**src/inc/rds_link_pkg.sv**
```systemverilog
// Constants for the demodulator-to-decoder bit link
package rds_link_pkg;
  // ==========================================================================
  // Clock and link timing
  localparam int unsigned SYS_CLK_KHZ      = 125000;
  localparam int unsigned BIT_RATE_MHZ_X10K = 11875;   // 1.1875 kHz in 1e-4 kHz units
  localparam int unsigned BIT_PERIOD_CYC   = (SYS_CLK_KHZ * 10000) / BIT_RATE_MHZ_X10K;
  localparam int unsigned CLK_HIGH_US      = 420;
  localparam int unsigned CLK_HIGH_CYC     = (CLK_HIGH_US * SYS_CLK_KHZ) / 1000;
  localparam int unsigned DECODER_CLK_KHZ  = 10400;
  // Data hold after the clock rise, at least one decoder clock, rounded up
  localparam int unsigned DATA_HOLD_CYC    = (SYS_CLK_KHZ + DECODER_CLK_KHZ - 1) / DECODER_CLK_KHZ;
  localparam int unsigned CNT_W            = 20;
  // ==========================================================================
  // Reset values and buffer depth
  localparam logic        CLK_RESET        = 1'b0;
  localparam logic        DATA_RESET       = 1'b0;
  localparam logic        SLIP_RESET       = 1'b0;
  localparam int unsigned BUF_DEPTH        = 2;
endpackage : rds_link_pkg

```
**src/hdl/rds_demod_decoder_link.sv**
```systemverilog
// Demodulator end of the demodulator-to-decoder RDS bit link
// Summary of operation
// - One bit clock pulse is sent to the decoder for every RDS bit period of 1.1875 kHz.
// - Each bit clock pulse stays high for about 420 us, half a bit period, then falls.
// - The data bit stays stable for at least one 10.4 MHz decoder clock after each clock rise.
// - The data output carries the bit being delivered, the one captured at the clock rise it changes together with.
// - Bit-slip and slip-process-active signalling exists in hardware even if firmware leaves it idle.
// - The link is four flag signals, with a connection-register path usable instead of flags five to seven.
// - With the first decoder attached, user flags five to eight carry clock, data, slip and active, unstretched.
`timescale 1ns/100ps
`default_nettype none
module rds_demod_decoder_link
  import rds_link_pkg::*;
#(
  parameter int unsigned BIT_PERIOD = BIT_PERIOD_CYC,
  parameter int unsigned HIGH_TIME  = CLK_HIGH_CYC
) (
  input  wire logic sys_clk,
  input  wire logic reset,
  input  wire logic bit_in_valid,
  input  wire logic bit_in_data,
  input  wire logic bit_in_slip,
  output logic      bit_in_ready,
  input  wire logic use_conn_reg,
  output logic      conn_reg_valid,
  output logic      conn_reg_data,
  output logic      conn_reg_slip,
  output logic      user_flag_five,
  output logic      user_flag_six,
  output logic      user_flag_seven,
  input  wire logic user_flag_eight,
  output logic      slip_active
);

  // ==========================================================================
  // Two-entry buffer between bit source and link timer
  logic [1:0] buf_data_r, buf_data_nxt;
  logic [1:0] buf_slip_r, buf_slip_nxt;
  logic [1:0] buf_cnt_r,  buf_cnt_nxt;
  logic       pop;
  logic       ready_r;

  // Ready registered from the next fill level
  assign bit_in_ready = ready_r;

  always_comb begin
    buf_data_nxt = buf_data_r;
    buf_slip_nxt = buf_slip_r;
    buf_cnt_nxt  = buf_cnt_r;
    if (pop) begin
      buf_data_nxt = {1'b0, buf_data_r[1]};
      buf_slip_nxt = {1'b0, buf_slip_r[1]};
      buf_cnt_nxt  = buf_cnt_r - 2'h1;
    end
    if (bit_in_valid && bit_in_ready) begin
      buf_data_nxt[buf_cnt_nxt[0]] = bit_in_data;
      buf_slip_nxt[buf_cnt_nxt[0]] = bit_in_slip;
      buf_cnt_nxt                  = buf_cnt_nxt + 2'h1;
    end
  end

  always_ff @(posedge sys_clk or posedge reset) begin
    if (reset) begin
      buf_data_r <= 2'h0;
      buf_slip_r <= 2'h0;
      buf_cnt_r  <= 2'h0;
      ready_r    <= 1'b1;
    end else begin
      buf_data_r <= buf_data_nxt;
      buf_slip_r <= buf_slip_nxt;
      buf_cnt_r  <= buf_cnt_nxt;
      ready_r    <= (buf_cnt_nxt != 2'(BUF_DEPTH));
    end
  end

  // ==========================================================================
  // Bit period timer
  typedef enum logic [1:0] {IDLE, HIGH, LOW} link_state_t;
  link_state_t      state_r, state_nxt;
  logic [CNT_W-1:0] cnt_r, cnt_nxt;
  logic [CNT_W-1:0] slip_cnt_r, slip_cnt_nxt;
  logic             clk_r, clk_nxt, data_r, data_nxt, slip_r, slip_nxt;
  logic             mux_r, mux_nxt;

  // Terminal count compare, shared by the slip and period timers
  function automatic logic at_count(input logic [CNT_W-1:0] value, input int unsigned target);
    return value == CNT_W'(target);
  endfunction : at_count

  always_comb begin
    state_nxt    = state_r;
    cnt_nxt      = cnt_r;
    clk_nxt      = clk_r;
    data_nxt     = data_r;
    slip_nxt     = slip_r;
    slip_cnt_nxt = slip_cnt_r;
    mux_nxt      = use_conn_reg;
    pop          = 1'b0;
    if (slip_r) begin
      if (at_count(slip_cnt_r, BIT_PERIOD - 1)) begin
        slip_nxt = 1'b0;
      end else begin
        slip_cnt_nxt = slip_cnt_r + CNT_W'(1);
      end
    end
    case (state_r)
      IDLE: begin
        if (buf_cnt_r != 2'h0) begin
          // Data changes on the same edge as the clock rise
          pop       = 1'b1;
          data_nxt  = buf_data_r[0];
          if (buf_slip_r[0]) begin
            slip_nxt     = 1'b1;
            slip_cnt_nxt = '0;
          end
          cnt_nxt   = '0;
          clk_nxt   = 1'b1;
          state_nxt = HIGH;
        end
      end
      HIGH: begin
        cnt_nxt = cnt_r + CNT_W'(1);
        if (at_count(cnt_r, HIGH_TIME - 1)) begin
          clk_nxt   = 1'b0;
          state_nxt = LOW;
        end
      end
      LOW: begin
        cnt_nxt = cnt_r + CNT_W'(1);
        // Data held through the whole period, far beyond one decoder clock
        // Ends one cycle early: the idle pop cycle completes the period
        if (at_count(cnt_r, BIT_PERIOD - 2)) begin
          state_nxt = IDLE;
        end
      end
      default: state_nxt = IDLE;
    endcase
  end

  always_ff @(posedge sys_clk or posedge reset) begin
    if (reset) begin
      state_r    <= IDLE;
      cnt_r      <= '0;
      slip_cnt_r <= '0;
      clk_r      <= CLK_RESET;
      data_r     <= DATA_RESET;
      slip_r     <= SLIP_RESET;
      mux_r      <= 1'b0;
    end else begin
      state_r    <= state_nxt;
      cnt_r      <= cnt_nxt;
      slip_cnt_r <= slip_cnt_nxt;
      clk_r      <= clk_nxt;
      data_r     <= data_nxt;
      slip_r     <= slip_nxt;
      mux_r      <= mux_nxt;
    end
  end

  // ==========================================================================
  // Output flags, stretch off, registered
  logic f5_r;
  logic f6_r;
  logic f7_r;
  logic cr_v_r;
  logic cr_d_r;
  logic cr_s_r;
  logic act_r;
  logic f5_nxt;
  logic f6_nxt;
  logic f7_nxt;
  logic cr_v_nxt;
  logic cr_d_nxt;
  logic cr_s_nxt;
  logic act_nxt;

  // Flags follow the timer's next values, so they line up with its registers
  always_comb begin
    f5_nxt   = clk_nxt & ~mux_nxt;
    f6_nxt   = data_nxt & ~mux_nxt;
    f7_nxt   = slip_nxt & ~mux_nxt;
    cr_v_nxt = clk_nxt & mux_nxt;
    cr_d_nxt = data_nxt & mux_nxt;
    cr_s_nxt = slip_nxt & mux_nxt;
    act_nxt  = user_flag_eight;
  end

  always_ff @(posedge sys_clk or posedge reset) begin
    if (reset) begin
      f5_r   <= 1'b0;
      f6_r   <= 1'b0;
      f7_r   <= 1'b0;
      cr_v_r <= 1'b0;
      cr_d_r <= 1'b0;
      cr_s_r <= 1'b0;
      act_r  <= 1'b0;
    end else begin
      f5_r   <= f5_nxt;
      f6_r   <= f6_nxt;
      f7_r   <= f7_nxt;
      cr_v_r <= cr_v_nxt;
      cr_d_r <= cr_d_nxt;
      cr_s_r <= cr_s_nxt;
      act_r  <= act_nxt;
    end
  end

  assign user_flag_five  = f5_r;
  assign user_flag_six   = f6_r;
  assign user_flag_seven = f7_r;
  assign conn_reg_valid  = cr_v_r;
  assign conn_reg_data   = cr_d_r;
  assign conn_reg_slip   = cr_s_r;
  assign slip_active     = act_r;

endmodule : rds_demod_decoder_link
`default_nettype wire

```
**config.mk**
```make
export PLATFORM = sky130hd
export DESIGN_NAME = rds_demod_decoder_link
export DESIGN_NICKNAME = d
export VERILOG_FILES = /design/src/inc/rds_link_pkg.sv /design/src/hdl/rds_demod_decoder_link.sv
export SDC_FILE = /design/constraint.sdc
export NUM_CORES = 1
export LEC_CHECK = 0
export ABC_AREA = 1
export ABC_CLOCK_PERIOD_IN_PS = 4700
export BUFFER_PORTS_ARGS = -buffer_cell sky130_fd_sc_hd__buf_2
export CORE_UTILIZATION = 60
export CTS_BUF_LIST = sky130_fd_sc_hd__clkbuf_2
export CTS_CLUSTER_DIAMETER = 50
export DETAILED_ROUTE_END_ITERATION = 8
export PLACE_DENSITY = 0.84
export SLEW_MARGIN = 20
export SYNTH_ARGS = -nofsm -noshare
export SYNTH_HDL_FRONTEND = slang
export SYNTH_SLANG_ARGS = --single-unit
export TNS_END_PERCENT = 30
```
**constraint.sdc**
```tcl
create_clock -name sys_clk -period 4.7 [get_ports sys_clk]
set_clock_uncertainty 0.15 [all_clocks]
set_input_delay 0.47 -clock sys_clk [delete_from_list [all_inputs] [get_ports sys_clk]]
set_output_delay 0.47 -clock sys_clk [all_outputs]
set_load 0.005 [all_outputs]
```
==> Word level (Yosys, flattened, before mapping) <==
Index checks and enable logic that the tools add are counted.
{ "word_totals": {"reg_bits": 59, "input_bits": 7, "output_inout_bits": 8, "wordCells": 80} }
{ "classes": {"n_addsub": 4, "magnitude_cmp": 2, "n_eq_ne": 9, "muxes": 33, "bitwise": 7, "n_reduce_logical": 8} }
{ "ops": {"columns": ["op", "count"], "rows": [
  ["20-bit two-way mux", 6],
  ["20-bit by 1-bit adder with 20-bit output, second input constant", 2],
  ["20-bit by 17-bit == test with 1-bit output, second input constant", 2],
  ["20-bit one-hot mux with 2 select lines", 1],
  ["20-bit by 16-bit == test with 1-bit output, second input constant", 1],
  ["2-bit two-way mux", 9],
  ["1-bit two-way mux", 12],
  ["2-bit != test, second input constant", 4],
  ["1-bit bitwise AND", 6],
  ["2-bit one-hot mux with 3 select lines", 1],
  ["2-bit bitwise mux", 2],
  ["2-bit nonzero test", 2],
  ["3-bit AND reduction", 1],
  ["2-bit by 1-bit adder with 2-bit output, second input constant", 1],
  ["2-bit by 1-bit == test with 1-bit output, second input constant", 1],
  ["2-bit == test, second input constant", 1],
  ["1-bit logical AND", 2],
  ["2-bit zero test", 1],
  ["1-bit by 2-bit less-than comparator with 1-bit output, second input constant", 1],
  ["1-bit one-hot mux with 2 select lines", 1],
  ["2-bit AND reduction", 1],
  ["2-bit OR reduction", 1],
  ["2-bit by 1-bit subtractor with 2-bit output, second input constant", 1],
  ["1-bit demux with 1-bit select", 1],
  ["other kinds (2)", 2]
]} }

==> Logic depth before layout (Yosys ltp) <==
{ "depth": {"word_depth": 10, "mapped_depth": 12} }

==> Worst setup path before layout <==
OpenSTA, ideal clock, no wires.
{ "synth_timing": {"kind": "reg-to-reg", "startpoint": "register state_r[0]", "endpoint": "register cnt_r[19]", "setup_ps": 121, "arrival_time_ps": 1565, "slack_ps": 2864, "stages_incl_launch_ff": 12, "n_path_buf": 1, "period_less_slack_ps": 1836, "path_cell_list": "dfrtp_1 > inv_1 > ha_1 > o21ai_2 > inv_4 > buf_8 > nand3_4 > nor2_4 > nand2_1 > nand2_1 > nand2_1 > nor2_2"} }
{ "synth_via": {"elab_chain_cells": 4, "word_cells_on_any_way": 8, "classes_between": "eq/ne: 3; mux: 1; reduce/logical: 4"} }
{ "synth_rtl": {"columns": ["item", "line_no", "text"], "rows": [
  ["from (decl)", "rds_demod_decoder_link.sv:79", "link_state_t state_r, state_nxt;"],
  ["from (signal assigned)", "rds_demod_decoder_link.sv:150", "state_r <= state_nxt;"],
  ["2-bit == test / 2-bit by 1-bit == test with 1-bit output (equally long branches)", "rds_demod_decoder_link.sv:106", "case (state_r)"],
  ["2-bit OR reduction (no line)", null, null],
  ["2-bit nonzero test (no line)", null, null],
  ["2-bit AND reduction (no line)", null, null],
  ["to (signal assigned)", "rds_demod_decoder_link.sv:151", "cnt_r <= cnt_nxt;"],
  ["to (decl)", "rds_demod_decoder_link.sv:80", "logic [CNT_W-1:0] cnt_r, cnt_nxt;"]
]} }
Parallel ways exist; a longest one is shown, timed or not.
A chain may end at the register's enable or synchronous reset.

==> Worst setup path after layout <==
{ "layout_timing": {"startpoint": "register state_r[0]", "endpoint": "register slip_cnt_r[19]"} }
{ "layout_via": {"elab_chain_cells": 2} }
{ "layout_rtl": {"columns": ["item", "line_no", "text"], "rows": [
  ["2-bit zero test", "rds_demod_decoder_link.sv:106", null],
  ["20-bit two-way mux", "rds_demod_decoder_link.sv:106", null],
  ["named net slip_cnt_nxt[19]", "rds_demod_decoder_link.sv:81", "logic [CNT_W-1:0] slip_cnt_r, slip_cnt_nxt;"],
  ["to (signal assigned)", "rds_demod_decoder_link.sv:152", "slip_cnt_r <= slip_cnt_nxt;"],
  ["to (decl)", "rds_demod_decoder_link.sv:81", null]
]} }
The timed path passes the listed nets, and every way through them passes these cells.

==> flow_summary.ini <==
[synth]
syn_nets = 486
synth.most_common_cell = nand2_1
synth_top_area_share_pct = 40.7
synth_area_leaders = dfrtp_1, nand2_1, inv_1
synth_area_per_cell_um2 = 7.58
synth_seq_area_share_pct = 41.4
synth_commonest_cells = nand2_1, inv_1, dfrtp_1
synth_edf_count = 0
ys_types = 38
async_reset_ff_share_pct = 100
yosys.area.top_type = dfrtp_1
synth.ff_latch_count = 59
yosysWarningCount = 0
synth_area_um2 = 3570
synth_cells = 471
ys.flop_type = dfrtp_1

[final_layout]
nNetsFinal = 505
n_antenna_cell = 0
drive_gt1_share_pct = 14.5
finalCoreUtilization_pct = 67.7
areaGrowthSynthToFinish_pct = 6.38
fill_cells = 445
finalInstanceArea_um2 = 3800

[timing]
finalHoldViolations = 0
period_minus_slack_ns = 2.55
finalCritPeriodShare_pct = 54.2
worst_pin_slew_ns = 0.755
slew_headroom_pct = 49.7
setup_violations = 0
setup_tns_ns = 0
slew_viol_final = 0
rsz0062_at_grt = no
fmax_mhz = 392

[route]
dr_wl_met3_um = 475
drtAntennaViolNets = 0
via_per_inst = 5.62
wl_met2_mm = 3.62
drt_iter0_drc = 445
routed.top_layer = met4
post_drt_wl_per_cell_um = 13.5
drc = 0
vias = 3188
drt_pass1_iterations = 6
wirelength_mm = 7.68
wirelength_met1_mm = 3.40

[outcome]
run_status = completed

[grt]
grt_pass1_wl_mm = 13.3
grt-ovfl-total = 0
grt_pass1_vias = 2932
grt.total_usage_pct = 27.5
grt_start_max_net_pins = 60
antenna_found_initial = 0

[floorplanning]
pin_count = 15
die_y_um = 79.1
core_area_um2 = 5610
rows = 27
die_x_um = 79.1
initial_core_util_pct = 63.6
die_area_um2 = 6260

[critical_path]
start_kind = register
crit_start = state_r[0]
required_ns = 4.95
r2r-end = slip_cnt_r[19]
crit_type = reg2reg
regToRegSetupSlack_ns = 2.15
cp_max_fo = 11
endpoint_kind = register
r2r_cells = 7
r2r-start = state_r[0]
crit_arrival_ns = 2.80

[pwr]
leakagePower_nw = 1.76
vdd_drop_max_mv = 0.352
power_density_nw_per_um2 = 253
finalPower_w = 0.000960

[hold_path]
holdPathStages = 3
hold_start = bit_in_slip
hold_path.class = in2reg
whs_endpoint = buf_slip_r[0]

[job]
max-cap-violations = 0

[clock_tree]
h-tree-depth = 3
cts_buffer_depth = 2
root_buffer = clkbuf_2
path_clk_slew_ns = 0.18
cts_buffers = 9
cts_tree = done
clkSinkCount = 59
cts_setup_buffers = 0
clock_latency_ns = 0.52

[placement]
io_buffers = 14
gp_congestion = 0.930
hpwl_mm = 5.54
placed_area_um2 = 3670
-- area by class of cell --
cell class | count | area [um2] | area share [%]
multi-input combinational | 332 | 1760 | 46.4
clock inverter | 6 | 42.5 | 1.12
timing repair buffer | 18 | 108 | 2.83
clock buffer | 10 | 50.0 | 1.32
sequential | 59 | 1480 | 38.9
inverter | 70 | 265 | 6.99
tap | 72 | 90.1 | 2.37
-- where the power goes --
part,internal [W],total [W],switching [W]
sequential,0.000542,0.000558,0.0000159
combinational,0.0000490,0.000123,0.0000739
clock,0.0000712,0.000279,0.000208
-- stage by stage --
step / hold WS [ns] / std cells / setup WS, ns
2_1_floorplan: 0.317 / 471 / 2.63
3_3_place_gp: 0.332 / 548 / 2.33
3_5_place_dp: 0.355 / 548 / 2.20
4_1_cts: 0.0193 / 567 / 2.17
5_1_grt: 0.0359 / 567 / 1.97
6_report: 0.0403 / 567 / 2.15
-- critical path, cell delays in order, from the launching register on --
cell,delay [ns]
dfrtp_1,0.44
inv_1,0.09
ha_1,0.32
nand2_4,0.16
nor2_1,0.57
inv_1,0.38
o21ai_0,0.24
nor2_1,0.09
-- timing repair --
action	in CTS	in global routing
hold buffers	3	0
hold endpoints to repair	15	0
endpoints found under the setup margin	0	0
resized for setup	0	0
-- registers in the layout, summed over array words and instances, names as in the netlist, 2 cells and up --
| signal | count |
|---|---|
| buf_data_r | 2 |
| buf_slip_r | 2 |
| slip_cnt_r | 20 |
| buf_cnt_r | 2 |
| cnt_r | 20 |
| state_r | 2 |
-- kinds of logic (layout without fill, tap and decap cells) --
| logic type | after synthesis | after routing | share of synthesized area, % |
|---|---|---|---|
| AO/OA/AOI/OAI | 52 | 52 | 8.21 |
| buffers and inverters | 80 | 104 | 9.19 |
| AND/OR/NAND/NOR | 261 | 261 | 35.3 |
| flip-flops | 59 | 59 | 41.4 |
| XOR/XNOR | 11 | 11 | 3.12 |
| adder cells (fa/ha/maj) | 8 | 8 | 2.81 |
-- how the worst max path moves through the flow --
stage / endpoint / slack, ns / depth (start not counted)
2_1_floorplan: buf_cnt_r[0] / 2.63 / 1
3_3_place_gp: slip_cnt_r[19] / 2.33 / 7
3_5_place_dp: slip_cnt_r[17] / 2.20 / 7
4_1_cts: slip_cnt_r[19] / 2.17 / 7
5_1_grt: slip_cnt_r[19] / 1.97 / 7
6_report: slip_cnt_r[19] / 2.15 / 7
-- placed cells by master (no fill, tap or decap), types with 6 or more instances in the layout --
cell type / instances
nor2_4: 7
ha_1: 8
dfrtp_1: 58
nand2_1: 111
inv_1: 64
nand4_1: 18
xor2_1: 6
a21oi_1: 27
nor2_1: 52
nor3_1: 12
nand3_1: 38
clkbuf_2: 10
o21ai_0: 13
nor2_2: 6
buf_2: 14
-- routing by layer --
metal | GRT usage [%] | vias up
met5 | 0 | -
met4 | 10.5 | 0
met3 | 5.86 | 23
met2 | 43.5 | 122
met1 | 37.1 | 1499
li1 | - | 1544
(Power assumes the default switching activity.)
